$ cat config.mk
export PLATFORM = sky130hd
export DESIGN_NAME = scc_top
export DESIGN_NICKNAME = d
export VERILOG_FILES = /design/src/hw/scc_pkg.sv /design/src/hw/scc_top.sv
export SDC_FILE = /design/constraint.sdc
export NUM_CORES = 1
export LEC_CHECK = 0
export BUFFER_PORTS_ARGS = -buffer_cell sky130_fd_sc_hd__buf_2
export CAP_MARGIN = 10
export CORE_MARGIN = 1.5
export CORE_UTILIZATION = 50
export CTS_CLUSTER_DIAMETER = 40
export DETAILED_ROUTE_END_ITERATION = 7
export GPL_ROUTABILITY_DRIVEN = 0
export HOLD_SLACK_MARGIN = 0.15
export PLACE_DENSITY = 0.68
export SYNTH_ARGS = -nofsm -noshare
export SYNTH_HDL_FRONTEND = slang
export SYNTH_SLANG_ARGS = --single-unit
$ cat constraint.sdc
create_clock -name i_mclk -period 8.6 [get_ports i_mclk]
set_clock_uncertainty 0.15 [all_clocks]
set_input_delay 0.86 -clock i_mclk [delete_from_list [all_inputs] [get_ports i_mclk]]
set_output_delay 0.86 -clock i_mclk [all_outputs]
set_load 0.005 [all_outputs]
$ cat src/hw/scc_pkg.sv
/*
 * Constants, field layouts and carrier types of the system clock controller.
 * Assumes a single 250 MHz control clock; oscillators arrive as one-cycle ticks.
 */
// Behaviour
// - master clock comes from fast external, 16 MHz RC, multi-speed RC or PLL.
// - source changes at run time without glitches or lost ticks.
// - separate gates stop core, memory and each peripheral clock.
// - bus and peripheral clocks come from master clock via software prescalers.
// - PLL input selectable among three sources; system PLL output to master clock held to 80 MHz.
// - multi-speed RC has twelve ranges from 100 kHz to 48 MHz.
// - multi-speed RC trimmed in hardware against running slow external clock.
// - trimmed multi-speed RC may clock the USB device.
// - 16 MHz RC and multi-speed RC each take a software trim value.
// - 48 MHz RC selectable for USB, random generator and clock output pin.
// - slow external oscillator has four drive settings and a bypass setting.
// - real-time clock from slow external or slow internal; watchdog from slow internal.
// - kernel clocks for many peripherals independent of master clock choice.
// - two PLLs with three divided outputs each feed ADC, USB/random, audio.
// - after reset master clock runs from multi-speed RC at 4 MHz.
// - fast external loss switches master to 16 MHz RC, optional interrupt.
// - slow external clock failure detected and raises an interrupt.
// - clock output pin carries one selected internal clock.
// - slow output pin carries slow internal or external clock in all modes.
package scc_pkg;

  localparam int unsigned MCLK_MHZ = 250;

  localparam logic [7:0] OFS_CTRL   = 8'h00;
  localparam logic [7:0] OFS_STATUS = 8'h04;
  localparam logic [7:0] OFS_PRESC  = 8'h08;
  localparam logic [7:0] OFS_GATE   = 8'h0C;
  localparam logic [7:0] OFS_TRIM   = 8'h10;
  localparam logic [7:0] OFS_PLLCFG = 8'h14;
  localparam logic [7:0] OFS_KSEL   = 8'h18;
  localparam logic [7:0] OFS_FLAGS  = 8'h1C;

  localparam logic [1:0] SRC_FAST = 2'h0;
  localparam logic [1:0] SRC_RC16 = 2'h1;
  localparam logic [1:0] SRC_MSI  = 2'h2;
  localparam logic [1:0] SRC_PLL  = 2'h3;

  // ctrl fields
  localparam int unsigned CT_SRC = 0;
  localparam int unsigned CT_FMON = 2;
  localparam int unsigned CT_SMON = 3;
  localparam int unsigned CT_ATRIM = 4;
  localparam int unsigned CT_FIRQ = 5;
  localparam int unsigned CT_SIRQ = 6;
  localparam int unsigned CT_RANGE = 8;
  // ksel fields
  localparam int unsigned KS_USB = 0;
  localparam int unsigned KS_SAI = 2;
  localparam int unsigned KS_RTC = 3;
  localparam int unsigned KS_DRV = 4;
  localparam int unsigned KS_BYP = 6;
  localparam int unsigned KS_CLKO = 7;
  localparam int unsigned KS_SLO = 10;
  localparam int unsigned KS_KERN = 11;
  // pllcfg fields, trim fields, flag bits
  localparam int unsigned PC_SRC = 0;
  localparam int unsigned PC_DIV = 2;
  localparam int unsigned TR_RC16 = 0;
  localparam int unsigned TR_MSI = 8;
  localparam int unsigned TR_HW = 16;
  localparam int unsigned FL_FAST = 0;
  localparam int unsigned FL_SLOW = 1;
  localparam int unsigned FL_PLL = 2;

  localparam logic [3:0]  RANGE_4MHZ = 4'h6;
  localparam logic [31:0] CTRL_RST  = {20'h0, RANGE_4MHZ, 6'h0, SRC_MSI};
  localparam logic [31:0] PRESC_RST = 32'h0000_0000;
  localparam logic [31:0] GATE_RST  = 32'h0003_FFFF;
  localparam logic [31:0] TRIM_RST  = 32'h0000_8010;
  localparam logic [31:0] PLL_RST   = 32'h0000_0000;
  localparam logic [31:0] KSEL_RST  = 32'h0000_0000;
  localparam logic [7:0]  HW_TRIM_RST = 8'h80;
  localparam logic [3:0]  HPRE_MAX = 4'h9;
  localparam logic [2:0]  PPRE_MAX = 3'h4;

  localparam int unsigned FAST_FAIL_NS  = 1000;
  localparam int unsigned FAST_FAIL_CYC = FAST_FAIL_NS * MCLK_MHZ / 1000;
  localparam int unsigned SLOW_FAIL_NS  = 100000;
  localparam int unsigned SLOW_FAIL_CYC = SLOW_FAIL_NS * MCLK_MHZ / 1000;
  localparam int unsigned PLL_WIN_NS    = 1000;
  localparam int unsigned PLL_WIN_CYC   = PLL_WIN_NS * MCLK_MHZ / 1000;
  localparam int unsigned PLL_MAX_MHZ   = 80;
  localparam int unsigned PLL_MAX_TICKS = PLL_MAX_MHZ * PLL_WIN_NS / 1000;
  localparam int unsigned SLOW_EXT_HZ   = 32768;

  typedef struct packed {
    logic       fast_ext;
    logic       rc16;
    logic       multi_speed_rc;
    logic       rc48;
    logic       slow_ext;
    logic       slow_int;
    logic [1:0] pll_vco;
  } scc_osc_t;

  typedef struct packed {
    logic master;
    logic bus;
    logic core;
    logic mem;
    logic peripheral_bus_clock_one;
    logic peripheral_bus_clock_two;
    logic tim1;
    logic tim2;
  } scc_sys_t;

  typedef struct packed {
    logic usb_rng;
    logic serial_audio_interface;
    logic adc;
    logic uart;
    logic i2c;
    logic lptim;
    logic single_wire_interface;
    logic rtc;
    logic wdg;
  } scc_kern_t;

  // multi-speed RC ticks expected per slow external period, per range
  function automatic logic [11:0] msi_per_slow(input logic [3:0] range);
    int unsigned khz;
    unique case (range)
      4'h0: khz = 100;
      4'h1: khz = 200;
      4'h2: khz = 400;
      4'h3: khz = 800;
      4'h4: khz = 1000;
      4'h5: khz = 2000;
      4'h6: khz = 4000;
      4'h7: khz = 8000;
      4'h8: khz = 16000;
      4'h9: khz = 24000;
      4'hA: khz = 32000;
      default: khz = 48000;
    endcase
    return 12'(khz * 1000 / SLOW_EXT_HZ);
  endfunction : msi_per_slow

endpackage : scc_pkg

$ cat src/hw/scc_top.sv
/*
 * System clock controller: source mux, prescalers, gating, PLL output dividers,
 * kernel clock selection, failure monitors and AXI4-Lite register slave.
 * Assumes every oscillator and PLL VCO is presented as a tick synchronous to i_mclk.
 */
`timescale 1ns/10ps
module scc_top import scc_pkg::*; #(
  parameter int unsigned SLOW_FAIL_CYCLES = SLOW_FAIL_CYC
) (
  input  wire logic        i_mclk,
  input  wire logic        i_srst,
  input  wire logic        i_awvalid,
  output logic             o_awready,
  input  wire logic [7:0]  i_awaddr,
  input  wire logic        i_wvalid,
  output logic             o_wready,
  input  wire logic [31:0] i_wdata,
  input  wire logic [3:0]  i_wstrb,
  output logic             o_bvalid,
  input  wire logic        i_bready,
  output logic [1:0]       o_bresp,
  input  wire logic        i_arvalid,
  output logic             o_arready,
  input  wire logic [7:0]  i_araddr,
  output logic             o_rvalid,
  input  wire logic        i_rready,
  output logic [31:0]      o_rdata,
  output logic [1:0]       o_rresp,
  input  scc_osc_t         i_osc_tick,
  input  scc_osc_t         i_osc_ready,
  output scc_sys_t         o_sys,
  output scc_kern_t        o_kern,
  output logic [15:0]      o_periph_tick,
  output logic             o_clk_out_pin,
  output logic             o_slow_out_pin,
  output logic             o_fail_irq,
  output logic [3:0]       o_msi_range,
  output logic [7:0]       o_msi_trim,
  output logic [4:0]       o_rc16_trim,
  output logic [1:0]       o_slow_ext_drive,
  output logic             o_slow_ext_bypass,
  output logic [1:0]       o_pll_src
);

  function automatic logic [31:0] merge(input logic [31:0] old, input logic [31:0] nw,
                                        input logic [3:0] strb);
    logic [31:0] r;
    r = old;
    for (int i = 0; i < 4; i++) begin
      if (strb[i]) r[8*i +: 8] = nw[8*i +: 8];
    end
    return r;
  endfunction : merge

  function automatic logic mapped(input logic [7:0] a);
    return a[1:0] == 2'h0 && a <= OFS_FLAGS;
  endfunction : mapped

  logic [31:0] ctrl, presc, gate, trim, pllcfg, ksel;
  logic [2:0]  flags;
  logic [1:0]  cur_src;
  logic [7:0]  hw_trim;
  logic        msi_locked;
  logic        aw_got, w_got;
  logic [7:0]  aw_addr;
  logic [31:0] w_data;
  logic [3:0]  w_strb;
  logic        fast_evt, slow_evt, pll_evt;
  logic [5:0]  pll_out;
  logic        sys_pll_tick;

  // AXI4-Lite write path: address and data taken in either order
  wire do_wr = aw_got && w_got && !o_bvalid;
  wire wr_ok = mapped(aw_addr);

  always_ff @(posedge i_mclk) begin
    if (i_srst) begin
      aw_got    <= 1'b0;
      w_got     <= 1'b0;
      aw_addr   <= 8'h00;
      w_data    <= 32'h0000_0000;
      w_strb    <= 4'h0;
      o_awready <= 1'b0;
      o_wready  <= 1'b0;
      o_bvalid  <= 1'b0;
      o_bresp   <= 2'h0;
    end else begin
      o_awready <= !aw_got && !(o_awready && i_awvalid);
      o_wready  <= !w_got && !(o_wready && i_wvalid);
      if (o_awready && i_awvalid) begin
        aw_got  <= 1'b1;
        aw_addr <= i_awaddr;
      end
      if (o_wready && i_wvalid) begin
        w_got  <= 1'b1;
        w_data <= i_wdata;
        w_strb <= i_wstrb;
      end
      if (do_wr) begin
        o_bvalid <= 1'b1;
        o_bresp  <= wr_ok ? 2'h0 : 2'h2;
      end else if (o_bvalid && i_bready) begin
        o_bvalid <= 1'b0;
        aw_got   <= 1'b0;
        w_got    <= 1'b0;
      end
    end
  end

  // software registers
  always_ff @(posedge i_mclk) begin
    if (i_srst) begin
      ctrl   <= CTRL_RST;
      presc  <= PRESC_RST;
      gate   <= GATE_RST;
      trim   <= TRIM_RST;
      pllcfg <= PLL_RST;
      ksel   <= KSEL_RST;
    end else begin
      if (do_wr) begin
        unique case (aw_addr)
          OFS_CTRL:   ctrl   <= merge(ctrl, w_data, w_strb);
          OFS_PRESC:  presc  <= merge(presc, w_data, w_strb);
          OFS_GATE:   gate   <= merge(gate, w_data, w_strb);
          OFS_TRIM:   trim   <= merge(trim, w_data, w_strb);
          OFS_PLLCFG: pllcfg <= merge(pllcfg, w_data, w_strb);
          OFS_KSEL:   ksel   <= merge(ksel, w_data, w_strb);
          default: ;
        endcase
      end
      // a failure overrides a same-cycle software choice of source
      if (fast_evt) ctrl[CT_SRC +: 2] <= SRC_RC16;
    end
  end

  // flags: set wins over write-one-to-clear
  wire [2:0] flag_clr = (do_wr && aw_addr == OFS_FLAGS && w_strb[0]) ? w_data[2:0] : 3'h0;
  always_ff @(posedge i_mclk) begin
    if (i_srst) begin
      flags <= 3'h0;
    end else begin
      flags <= (flags & ~flag_clr) | {pll_evt, slow_evt, fast_evt};
    end
  end

  // read path
  logic [31:0] rd_val;
  always_comb begin
    unique case (i_araddr)
      OFS_CTRL:   rd_val = ctrl;
      OFS_STATUS: rd_val = {18'h0, ctrl[CT_SRC +: 2] != cur_src, msi_locked,
                            i_osc_ready, 2'h0, cur_src};
      OFS_PRESC:  rd_val = presc;
      OFS_GATE:   rd_val = gate;
      OFS_TRIM:   rd_val = {8'h0, hw_trim, trim[15:0]};
      OFS_PLLCFG: rd_val = pllcfg;
      OFS_KSEL:   rd_val = ksel;
      OFS_FLAGS:  rd_val = {29'h0, flags};
      default:    rd_val = 32'h0000_0000;
    endcase
  end

  always_ff @(posedge i_mclk) begin
    if (i_srst) begin
      o_arready <= 1'b0;
      o_rvalid  <= 1'b0;
      o_rdata   <= 32'h0000_0000;
      o_rresp   <= 2'h0;
    end else begin
      o_arready <= !o_rvalid && !(o_arready && i_arvalid);
      if (o_arready && i_arvalid) begin
        o_rvalid <= 1'b1;
        o_rdata  <= mapped(i_araddr) ? rd_val : 32'h0000_0000;
        o_rresp  <= mapped(i_araddr) ? 2'h0 : 2'h2;
      end else if (o_rvalid && i_rready) begin
        o_rvalid <= 1'b0;
      end
    end
  end

  // two PLLs, three divided outputs each, divide by field plus one
  genvar g;
  generate
    for (g = 0; g < 6; g++) begin : g_plldiv
      logic [2:0] cnt;
      wire  [2:0] lim = pllcfg[PC_DIV + 3*g +: 3];
      always_ff @(posedge i_mclk) begin
        if (i_srst) begin
          cnt        <= 3'h0;
          pll_out[g] <= 1'b0;
        end else begin
          pll_out[g] <= i_osc_tick.pll_vco[g/3] && cnt == lim;
          if (i_osc_tick.pll_vco[g/3]) cnt <= (cnt == lim) ? 3'h0 : cnt + 3'h1;
        end
      end
    end
  endgenerate

  // system PLL rate watch: count ticks per 1 us window, block above the limit
  logic [7:0] win_cnt, pll_cnt;
  logic       pll_ok;
  always_ff @(posedge i_mclk) begin
    if (i_srst) begin
      win_cnt <= 8'h00;
      pll_cnt <= 8'h00;
      pll_ok  <= 1'b1;
      pll_evt <= 1'b0;
    end else begin
      pll_evt <= 1'b0;
      if (win_cnt == 8'(PLL_WIN_CYC - 1)) begin
        win_cnt <= 8'h00;
        pll_cnt <= 8'h00;
        pll_ok  <= pll_cnt <= 8'(PLL_MAX_TICKS);
        pll_evt <= pll_cnt > 8'(PLL_MAX_TICKS);
      end else begin
        win_cnt <= win_cnt + 8'h01;
        if (pll_out[0] && pll_cnt != 8'hFF) pll_cnt <= pll_cnt + 8'h01;
      end
    end
  end
  assign sys_pll_tick = pll_out[0] && pll_ok;

  function automatic logic src_tick(input logic [1:0] s, input scc_osc_t t, input logic p);
    unique case (s)
      SRC_FAST: return t.fast_ext;
      SRC_RC16: return t.rc16;
      SRC_MSI:  return t.multi_speed_rc;
      default:  return p;
    endcase
  endfunction : src_tick

  function automatic logic src_ready(input logic [1:0] s, input scc_osc_t r, input logic ok);
    unique case (s)
      SRC_FAST: return r.fast_ext;
      SRC_RC16: return r.rc16;
      SRC_MSI:  return r.multi_speed_rc;
      default:  return r.pll_vco[0] && ok;
    endcase
  endfunction : src_ready

  // source switch just after a tick of the old source, or at once on fast external loss, so no tick is cut or lost
  wire [1:0] req_src = ctrl[CT_SRC +: 2];
  wire cur_tick = src_tick(cur_src, i_osc_tick, sys_pll_tick);
  always_ff @(posedge i_mclk) begin
    if (i_srst) begin
      cur_src <= SRC_MSI;
    end else if (fast_evt && cur_src == SRC_FAST) begin
      cur_src <= SRC_RC16;
    end else if (req_src != cur_src && cur_tick
                 && src_ready(req_src, i_osc_ready, pll_ok)) begin
      cur_src <= req_src;
    end
  end

  // prescalers
  logic [8:0] hcnt;
  logic [3:0] pcnt [2];
  wire  [3:0] hpre = (presc[3:0] > HPRE_MAX) ? HPRE_MAX : presc[3:0];
  wire  [8:0] hmask = 9'((10'h001 << hpre) - 10'h001);
  wire        next_master = cur_tick;
  wire        next_bus = o_sys.master && hcnt == hmask;
  logic [1:0] next_pclk, next_tim;

  always_ff @(posedge i_mclk) begin
    if (i_srst) begin
      hcnt <= 9'h000;
    end else if (o_sys.master) begin
      hcnt <= (hcnt == hmask) ? 9'h000 : hcnt + 9'h001;
    end
  end

  generate
    for (g = 0; g < 2; g++) begin : g_pbus
      wire [2:0] raw = presc[4 + 3*g +: 3];
      wire [2:0] ppre = (raw > PPRE_MAX) ? PPRE_MAX : raw;
      wire [3:0] pmask = 4'((5'h01 << ppre) - 5'h01);
      wire [3:0] half = pmask >> 1;
      assign next_pclk[g] = next_bus && pcnt[g] == pmask;
      // x1 timer at divide 1, else ticks twice per peripheral bus period
      assign next_tim[g] = (ppre == 3'h0) ? next_bus
                         : next_bus && (pcnt[g] & half) == half;
      always_ff @(posedge i_mclk) begin
        if (i_srst) begin
          pcnt[g] <= 4'h0;
        end else if (next_bus) begin
          pcnt[g] <= (pcnt[g] == pmask) ? 4'h0 : pcnt[g] + 4'h1;
        end
      end
    end
  endgenerate

  always_ff @(posedge i_mclk) begin
    if (i_srst) begin
      o_sys         <= '0;
      o_periph_tick <= 16'h0000;
    end else begin
      o_sys.master  <= next_master;
      o_sys.bus     <= next_bus;
      o_sys.core    <= next_bus && gate[0];
      o_sys.mem     <= next_bus && gate[1];
      o_sys.peripheral_bus_clock_one   <= next_pclk[0];
      o_sys.peripheral_bus_clock_two   <= next_pclk[1];
      o_sys.tim1    <= next_tim[0];
      o_sys.tim2    <= next_tim[1];
      o_periph_tick <= {{8{next_pclk[1]}}, {8{next_pclk[0]}}} & gate[17:2];
    end
  end

  // failure monitors: a missing tick for the timeout counts as loss
  logic [7:0]  fcnt;
  logic [31:0] scnt;
  always_ff @(posedge i_mclk) begin
    if (i_srst) begin
      fcnt     <= 8'h00;
      scnt     <= 32'h0;
      fast_evt <= 1'b0;
      slow_evt <= 1'b0;
    end else begin
      fast_evt <= ctrl[CT_FMON] && i_osc_ready.fast_ext && !i_osc_tick.fast_ext
                  && fcnt == 8'(FAST_FAIL_CYC - 1);
      slow_evt <= ctrl[CT_SMON] && i_osc_ready.slow_ext && !i_osc_tick.slow_ext
                  && scnt == SLOW_FAIL_CYCLES - 1;
      if (i_osc_tick.fast_ext || !ctrl[CT_FMON]) fcnt <= 8'h00;
      else if (fcnt != 8'(FAST_FAIL_CYC)) fcnt <= fcnt + 8'h01;
      if (i_osc_tick.slow_ext || !ctrl[CT_SMON]) scnt <= 32'h0;
      else if (scnt != SLOW_FAIL_CYCLES) scnt <= scnt + 32'h1;
    end
  end

  // hardware trim of the multi-speed RC against the slow external clock
  logic [11:0] mcnt;
  wire  [11:0] m_exp = msi_per_slow(ctrl[CT_RANGE +: 4]);
  wire         trim_on = ctrl[CT_ATRIM] && i_osc_ready.slow_ext && !flags[FL_SLOW];
  always_ff @(posedge i_mclk) begin
    if (i_srst) begin
      mcnt       <= 12'h000;
      hw_trim    <= HW_TRIM_RST;
      msi_locked <= 1'b0;
    end else if (!trim_on) begin
      mcnt       <= 12'h000;
      msi_locked <= 1'b0;
    end else if (i_osc_tick.slow_ext) begin
      mcnt       <= 12'h000;
      msi_locked <= mcnt + 12'h001 >= m_exp && mcnt <= m_exp + 12'h001;
      if (mcnt < m_exp && hw_trim != 8'hFF) hw_trim <= hw_trim + 8'h01;
      else if (mcnt > m_exp && hw_trim != 8'h00) hw_trim <= hw_trim - 8'h01;
    end else if (i_osc_tick.multi_speed_rc && mcnt != 12'hFFF) begin
      mcnt <= mcnt + 12'h001;
    end
  end

  // kernel clocks, independent of the master clock source
  function automatic logic kern_src(input logic [1:0] s, input logic pclk,
                                    input logic mst, input scc_osc_t t);
    unique case (s)
      2'h0:    return pclk;
      2'h1:    return mst;
      2'h2:    return t.rc16;
      default: return t.slow_ext;
    endcase
  endfunction : kern_src

  logic usb_src, clko_src;
  always_comb begin
    unique case (ksel[KS_USB +: 2])
      2'h0:    usb_src = pll_out[1];
      2'h1:    usb_src = pll_out[4];
      2'h2:    usb_src = i_osc_tick.multi_speed_rc && msi_locked;
      default: usb_src = i_osc_tick.rc48;
    endcase
    unique case (ksel[KS_CLKO +: 3])
      3'h0:    clko_src = next_master;
      3'h1:    clko_src = i_osc_tick.rc16;
      3'h2:    clko_src = i_osc_tick.multi_speed_rc;
      3'h3:    clko_src = i_osc_tick.fast_ext;
      3'h4:    clko_src = sys_pll_tick;
      3'h5:    clko_src = i_osc_tick.slow_int;
      3'h6:    clko_src = i_osc_tick.slow_ext;
      default: clko_src = i_osc_tick.rc48;
    endcase
  end

  always_ff @(posedge i_mclk) begin
    if (i_srst) begin
      o_kern         <= '0;
      o_clk_out_pin  <= 1'b0;
      o_slow_out_pin <= 1'b0;
    end else begin
      o_kern.usb_rng <= usb_src;
      o_kern.serial_audio_interface     <= ksel[KS_SAI] ? pll_out[3] : pll_out[2];
      o_kern.adc     <= pll_out[5];
      o_kern.uart    <= kern_src(ksel[KS_KERN +: 2], next_pclk[0], next_master, i_osc_tick);
      o_kern.i2c     <= kern_src(ksel[KS_KERN+2 +: 2], next_pclk[0], next_master, i_osc_tick);
      o_kern.lptim   <= kern_src(ksel[KS_KERN+4 +: 2], next_pclk[0], next_master, i_osc_tick);
      o_kern.single_wire_interface   <= kern_src(ksel[KS_KERN+6 +: 2], next_pclk[0], next_master, i_osc_tick);
      o_kern.rtc     <= ksel[KS_RTC] ? i_osc_tick.slow_int : i_osc_tick.slow_ext;
      o_kern.wdg     <= i_osc_tick.slow_int;
      o_clk_out_pin  <= clko_src;
      // never gated, so it keeps running in every low-power mode
      o_slow_out_pin <= ksel[KS_SLO] ? i_osc_tick.slow_ext : i_osc_tick.slow_int;
    end
  end

  // oscillator controls and interrupt
  always_ff @(posedge i_mclk) begin
    if (i_srst) begin
      o_fail_irq        <= 1'b0;
      o_msi_range       <= RANGE_4MHZ;
      o_msi_trim        <= TRIM_RST[TR_MSI +: 8];
      o_rc16_trim       <= TRIM_RST[TR_RC16 +: 5];
      o_slow_ext_drive  <= 2'h0;
      o_slow_ext_bypass <= 1'b0;
      o_pll_src         <= 2'h0;
    end else begin
      o_fail_irq        <= (flags[FL_FAST] && ctrl[CT_FIRQ])
                           || (flags[FL_SLOW] && ctrl[CT_SIRQ]);
      o_msi_range       <= ctrl[CT_RANGE +: 4];
      o_msi_trim        <= trim_on ? hw_trim : trim[TR_MSI +: 8];
      o_rc16_trim       <= trim[TR_RC16 +: 5];
      o_slow_ext_drive  <= ksel[KS_DRV +: 2];
      o_slow_ext_bypass <= ksel[KS_BYP];
      o_pll_src         <= (pllcfg[PC_SRC +: 2] == 2'h3) ? 2'h2 : pllcfg[PC_SRC +: 2];
    end
  end

endmodule : scc_top
==> results of run 1 <==
layer usage:
metal | vias to the layer above | global-route usage (%) | part of all wire (%) | wire length (um)
met5 | - | 0 | 0.016 | 10
met4 | 2 | 10.5 | 3.1 | 1910
met3 | 126 | 4.94 | 7.6 | 4660
met2 | 694 | 43.0 | 46 | 28000
met1 | 8852 | 35.9 | 44 | 27000
li1 | 8836 | - | - | -
worst max-delay path: cells and delay by family (launching register included):
family	cells	cell delay, ps
compound gates	14	2350
xor+xnor	1	530
fa+ha+maj	7	3080
buf+inv	2	110
flops	1	430
mux	2	460
simple gates	4	770
layout by cell type (no fill, tap or decap), types with 8 or more instances in the layout:
| cell | n |
|---|---|
| a211oi_1 | 9 |
| a21o_1 | 13 |
| a21oi_1 | 147 |
| a222oi_1 | 12 |
| a22o_1 | 8 |
| a22oi_1 | 69 |
| a31oi_1 | 32 |
| and2_1 | 25 |
| and3_1 | 30 |
| buf_2 | 170 |
| buf_4 | 18 |
| bufinv_16 | 9 |
| clkbuf_16 | 67 |
| dfxtp_1 | 452 |
| edfxtp_1 | 8 |
| fa_1 | 46 |
| ha_1 | 106 |
| inv_1 | 107 |
| inv_6 | 15 |
| mux2i_1 | 183 |
| nand2_1 | 275 |
| nand3_1 | 69 |
| nand4_1 | 22 |
| nor2_1 | 357 |
| nor2b_1 | 18 |
| nor3_1 | 27 |
| nor4_1 | 21 |
| o21ai_0 | 37 |
| or3_1 | 20 |
| xnor2_1 | 58 |
| xor2_1 | 76 |
state kept, by name (all words and copies together), names as in the netlist, 6 cells and up, named ones only:
register       flops
scnt              32
win_cnt            8
g_plldiv.cnt      18
gate              32
o_kern             9
presc             32
pcnt               8
pll_cnt            8
trim              16
w_data            32
fcnt               8
hw_trim            8
hcnt               9
pll_out            6
mcnt              12
aw_addr            8
o_msi_trim         8
ksel              32
ctrl              32
o_sys              8
o_periph_tick     16
pllcfg            32
o_rdata           32
where the power goes:
part | leakage, nW | internal [mW] | switching (mW) | total, mW
Sequential | 3.74 | 2.17 | 0.0354 | 2.20
Clock | 1.15 | 1.79 | 1.08 | 2.87
Combinational | 6.32 | 0.0777 | 0.144 | 0.221
Total | 11.2 | 4.04 | 1.26 | 5.30
worst max-delay path by stage:
stage | startpoint | end | depth (start not counted)
floorplan | flip-flop | hw_trim[7]$_SDFFE_PP1P_ | 30
global placement | flip-flop | hw_trim[7]$_SDFFE_PP1P_ | 30
detailed placement | flip-flop | hw_trim[7]$_SDFFE_PP1P_ | 30
CTS | flip-flop | hw_trim[7]$_SDFFE_PP1P_ | 30
global route | flip-flop | hw_trim[7]$_SDFFE_PP1P_ | 30
finish | flip-flop | hw_trim[7]$_SDFFE_PP1P_ | 30
layout make-up:
type	instances	area [um^2]	share of cell area [%]
well taps	592	741	2.84
clock inverters	46	616	2.36
multi-input cells	1791	12200	46.9
flip-flops and latches	460	9290	35.7
inverters	110	413	1.58
repair buffers	190	1020	3.91
clock buffers	75	1770	6.78
cells by family after synthesis:
family                   Yosys count
buffers and inverters            215
flip-flops                       460
other                              1
AND/OR/NAND/NOR                  916
multiplexers                     188
adder cells (fa/ha/maj)          156
AO/OA/AOI/OAI                    390
XOR/XNOR                         139
per-stage QoR:
stage / std cells / util (%) / hold WS, ps / total power, mW
after floorplan: 2466 / - / 263 / 2.38
after global placement: 3143 / 53.6 / 279 / 2.46
after detailed placement: 3143 / 53.6 / 289 / 2.46
after CTS: 3264 / 59.0 / 299 / 5.33
after global routing: 3264 / 59.0 / 322 / 5.46
final: 3264 / 59.0 / 291 / 5.30
==> impl_metrics.env, run 1 <==
export IMPL_clk_pin_slew_ps=60
export IMPL_initial_core_util_pct=50.5
export IMPL_drc_errors=0
export IMPL_fin_area_um2=26100
export IMPL_cts_made_buffers=66
export IMPL_start_kind="flip-flop"
export IMPL_synth_xor_area_share_pct=5.69
export IMPL_holdCritStartpoint="w_got$_SDFF_PP0_"
export IMPL_maxSlewHeadroom_pct=21.8
export IMPL_wl_um=61600
export IMPL_coreArea_um2=44100
export IMPL_rsz0062_at_grt="false"
export IMPL_clk_path_buf_depth=3
export IMPL_synth_compound_area_share_pct=11.5
export IMPL_timing_final_crit_share_pct=92.5
export IMPL_std_cell_rows=77
export IMPL_hold_path_depth=1
export IMPL_yosys_area_share_adder_pct=10.3
export IMPL_async_flop_share_pct=0
export IMPL_synth_area_um2=22300
export IMPL_wire_per_inst_um=18.9
export IMPL_clock_sinks=460
export IMPL_hpwlAfterDp_um=43200
export IMPL_post_cts_resize_count=0
export IMPL_die_area_um2=45900
export IMPL_grt_max_degree=175
export IMPL_drtAntennaViolNets=0
export IMPL_critPathMaxStageDelay_ps=540
export IMPL_synthMostInstantiatedCell="dfxtp_1"
export IMPL_drv_cap=0
export IMPL_diodes=0
export IMPL_pre_cts_ws_ps=764
export IMPL_root_buffer="clkbuf_16"
export IMPL_arrival_ps=8320
export IMPL_nets=2846
export IMPL_synth_top_area_cell="dfxtp_1"
export IMPL_synth_top_family_by_area="simple AND/OR/NAND/NOR gates"
export IMPL_synth_seq_cells=460
export IMPL_die_w_um=214
export IMPL_syn_inst=2465
export IMPL_io_pins=174
export IMPL_drive_above_1_share_pct=13.2
export IMPL_reg2reg_slack_ps=640
export IMPL_drt_first_pass_iters=6
export IMPL_ys_seq_area_share_pct=41.7
export IMPL_cp_required_ps=8960
export IMPL_synth_main_ff_cell="dfxtp_1"
export IMPL_viasPerCell=5.67
export IMPL_grt_pass1_wl_um=98800
export IMPL_via_count=18510
export IMPL_report_final_slew_viol_count=0
export IMPL_p_leak_nw=11.2
export IMPL_synth_edf_count=8
export IMPL_post_route_min_period_ps=7960
export IMPL_synth_warnings=0
export IMPL_tightest_slew_ps=1170
export IMPL_critPathSlowestCell="fa_1"
export IMPL_nFillCells=3829
export IMPL_crit_path_end_kind="flip-flop"
export IMPL_setup_viol=0
export IMPL_status="finished clean"
export IMPL_hold_end="o_wready$_SDFF_PP0_"
export IMPL_r2r_end="hw_trim[7]$_SDFFE_PP1P_"
export IMPL_postCtsHoldBufs=0
export IMPL_place_area_um2=23700
export IMPL_areaGrowthSynthToFinish_pct=16.9
export IMPL_hold_viol=0
export IMPL_io_buffers=171
export IMPL_synthMuxAreaShare_pct=8.67
export IMPL_tritoncts="built"
export IMPL_cp_max_fo=7
export IMPL_r2r_cells=30
export IMPL_die_h_um=214
export IMPL_yosys_area_share_simple_pct=18.4
export IMPL_cpMostUsedCell="fa_1"
export IMPL_ir_drop_mv=0.179
export IMPL_synth_top_cell_area_share_pct=40.6
export IMPL_h_tree_depth=3
export IMPL_synth_cell_types=86
export IMPL_powerDensity_nw_per_um2=203
export IMPL_setup_tns_ps=0
export IMPL_fmax_mhz=126
export IMPL_grt_overflow=0
export IMPL_first_global_vias=18324
export IMPL_synth_area_top_cells="dfxtp_1 (41%), mux2i_1 (8.2%), nor2_1 (6.1%)"
export IMPL_yosys_top_cells_count="dfxtp_1 (452), nor2_1 (360), nand2_1 (275)"
export IMPL_final_setup_worst_slack_ps=643
export IMPL_path_class="reg2reg"
export IMPL_insertion_delay_ps=600
export IMPL_avgSynthCellArea_um2=9.04
export IMPL_antenna_found_initial=2
export IMPL_drt_iter0_drc=1452
export IMPL_hold_path_class="reg2reg"
export IMPL_post_cts_buffers=0
export IMPL_track_usage_pct=26.8
Note: power is estimated with default switching activity, not from simulation.
==> inputs of run 2 (changes only) <==
PLACE_DENSITY = 0.75   (was 0.68)
==> run 2 against run 1 <==
Effect of this change:
- die area unchanged
- sequential cell count unchanged
- worst setup slack worse by 4.2 ps
- combinational power barely moved
- register-to-register slack barely moved
- core utilization is 0.26 points lower
- final cell count barely moved
- total power down 1.6%
- count of clock-buffer cells in the layout increased by 2
- clock power fell by 3%
- maximum frequency about the same
- first-iteration DRC count up 27%
==> impl_metrics.env, run 2 (synthesis gave the netlist of run 1 again) <==
export IMPL_mostFrequentLayoutCells="dfxtp_1 (452), nor2_1 (357), nand2_1 (275)"
export IMPL_drt_first_pass_iters=8
export IMPL_clock_sinks=460
export IMPL_arrival_ps=8330
export IMPL_cp_required_ps=8970
export IMPL_maxSlewHeadroom_pct=21.1
export IMPL_die_area_um2=45900
export IMPL_hold_path_class="reg2reg"
export IMPL_post_cts_buffers=0
export IMPL_fin_area_um2=25900
export IMPL_drt_iter0_drc=1848
export IMPL_timing_final_crit_share_pct=92.6
export IMPL_track_usage_pct=26.5
export IMPL_root_buffer="clkbuf_16"
export IMPL_initial_core_util_pct=50.5
export IMPL_antenna_found_initial=4
export IMPL_areaGrowthSynthToFinish_pct=16.3
export IMPL_grt_max_degree=112
export IMPL_io_pins=174
export IMPL_tightest_slew_ps=1180
export IMPL_wire_per_inst_um=18.9
export IMPL_clk_pin_slew_ps=60
export IMPL_hpwlAfterDp_um=43000
export IMPL_critPathMaxStageDelay_ps=540
export IMPL_insertion_delay_ps=610
export IMPL_status="finished clean"
export IMPL_report_final_slew_viol_count=0
export IMPL_setup_tns_ps=0
export IMPL_via_count=18771
export IMPL_viasPerCell=5.75
export IMPL_std_cell_rows=77
export IMPL_final_common_cell="dfxtp_1"
export IMPL_wl_um=61700
export IMPL_hold_viol=0
export IMPL_place_area_um2=23600
export IMPL_cp_max_fo=7
export IMPL_io_buffers=171
export IMPL_cts_made_buffers=68
export IMPL_setup_viol=0
export IMPL_drc_errors=0
export IMPL_cpMostUsedCell="fa_1"
export IMPL_rsz0062_at_grt="false"
export IMPL_coreArea_um2=44100
export IMPL_powerDensity_nw_per_um2=201
export IMPL_nets=2846
export IMPL_postCtsHoldBufs=0
export IMPL_critPathSlowestCell="fa_1"
export IMPL_clk_path_buf_depth=3
export IMPL_die_h_um=214
export IMPL_post_route_min_period_ps=7960
export IMPL_drive_above_1_share_pct=12.9
export IMPL_die_w_um=214
export IMPL_ir_drop_mv=0.160
export IMPL_grt_overflow=0
export IMPL_p_leak_nw=11.2
export IMPL_drv_cap=0
export IMPL_start_kind="flip-flop"
export IMPL_tritoncts="built"
export IMPL_grt_pass1_wl_um=98100
export IMPL_fmax_mhz=126
export IMPL_first_global_vias=18445
export IMPL_h_tree_depth=3
export IMPL_post_cts_resize_count=0
export IMPL_drtAntennaViolNets=0
export IMPL_path_class="reg2reg"
export IMPL_crit_path_end_kind="flip-flop"
run 2: layout make-up:
cell class	instances	area, um^2
Multi-Input combinational cell	1791	12200
Antenna cell	1	2.50
Clock inverter	43	495
Tap cell	592	741
Inverter	110	413
Sequential cell	460	9290
Clock buffer	77	1800
Fill cell	3741	18200
Timing Repair Buffer	188	992
run 2: path summary, 6_finish.rpt:
path                                     startpoint                 endpoint  slack, ps  depth (start not counted)
worst max-delay path                      flip-flop  hw_trim[7]$_SDFFE_PP1P_        640                         30
worst max register to register            flip-flop  hw_trim[7]$_SDFFE_PP1P_        640                         30
worst min register to register  slow_evt$_SDFF_PP0_      flags[1]$_SDFF_PP0_        290                          2
worst min-delay path            slow_evt$_SDFF_PP0_      flags[1]$_SDFF_PP0_        290                          2
run 2: where the power goes:
group	total (mW)	internal [mW]	switching (mW)
sequential	2.20	2.17	0.0357
clock	2.79	1.71	1.07
combinational	0.223	0.0774	0.145
total	5.21	3.96	1.25
run 2: critical path: cells and delay by family (launching register included):
| family | cells | cell delay (ps) |
|---|---|---|
| compound gates | 14 | 2350 |
| buf+inv | 2 | 110 |
| mux | 2 | 440 |
| simple gates | 4 | 800 |
| flops | 1 | 430 |
| xor+xnor | 1 | 540 |
| fa+ha+maj | 7 | 3060 |
run 2: layer usage:
| metal | share of wire, % | vias to the layer above | track usage (%) |
|---|---|---|---|
| li1 | - | 8821 | - |
| met5 | 0.044 | - | 0 |
| met1 | 42 | 8912 | 35.1 |
| met3 | 9.0 | 164 | 5.43 |
| met2 | 45 | 870 | 42.1 |
| met4 | 3.9 | 4 | 11.1 |
run 2: per-stage QoR:
stage               std cells  hold WS (ps)  utilization (%)  worst slack [ps]  total power [mW]
floorplan                2466           263                -              1430              2.38
global placement         3141           272             53.6              1080              2.46
detailed placement       3141           278             53.6               836              2.46
CTS                      3261           288             58.8               687              5.23
global route             3262           303             58.8               182              5.35
finish                   3262           291             58.8               638              5.21
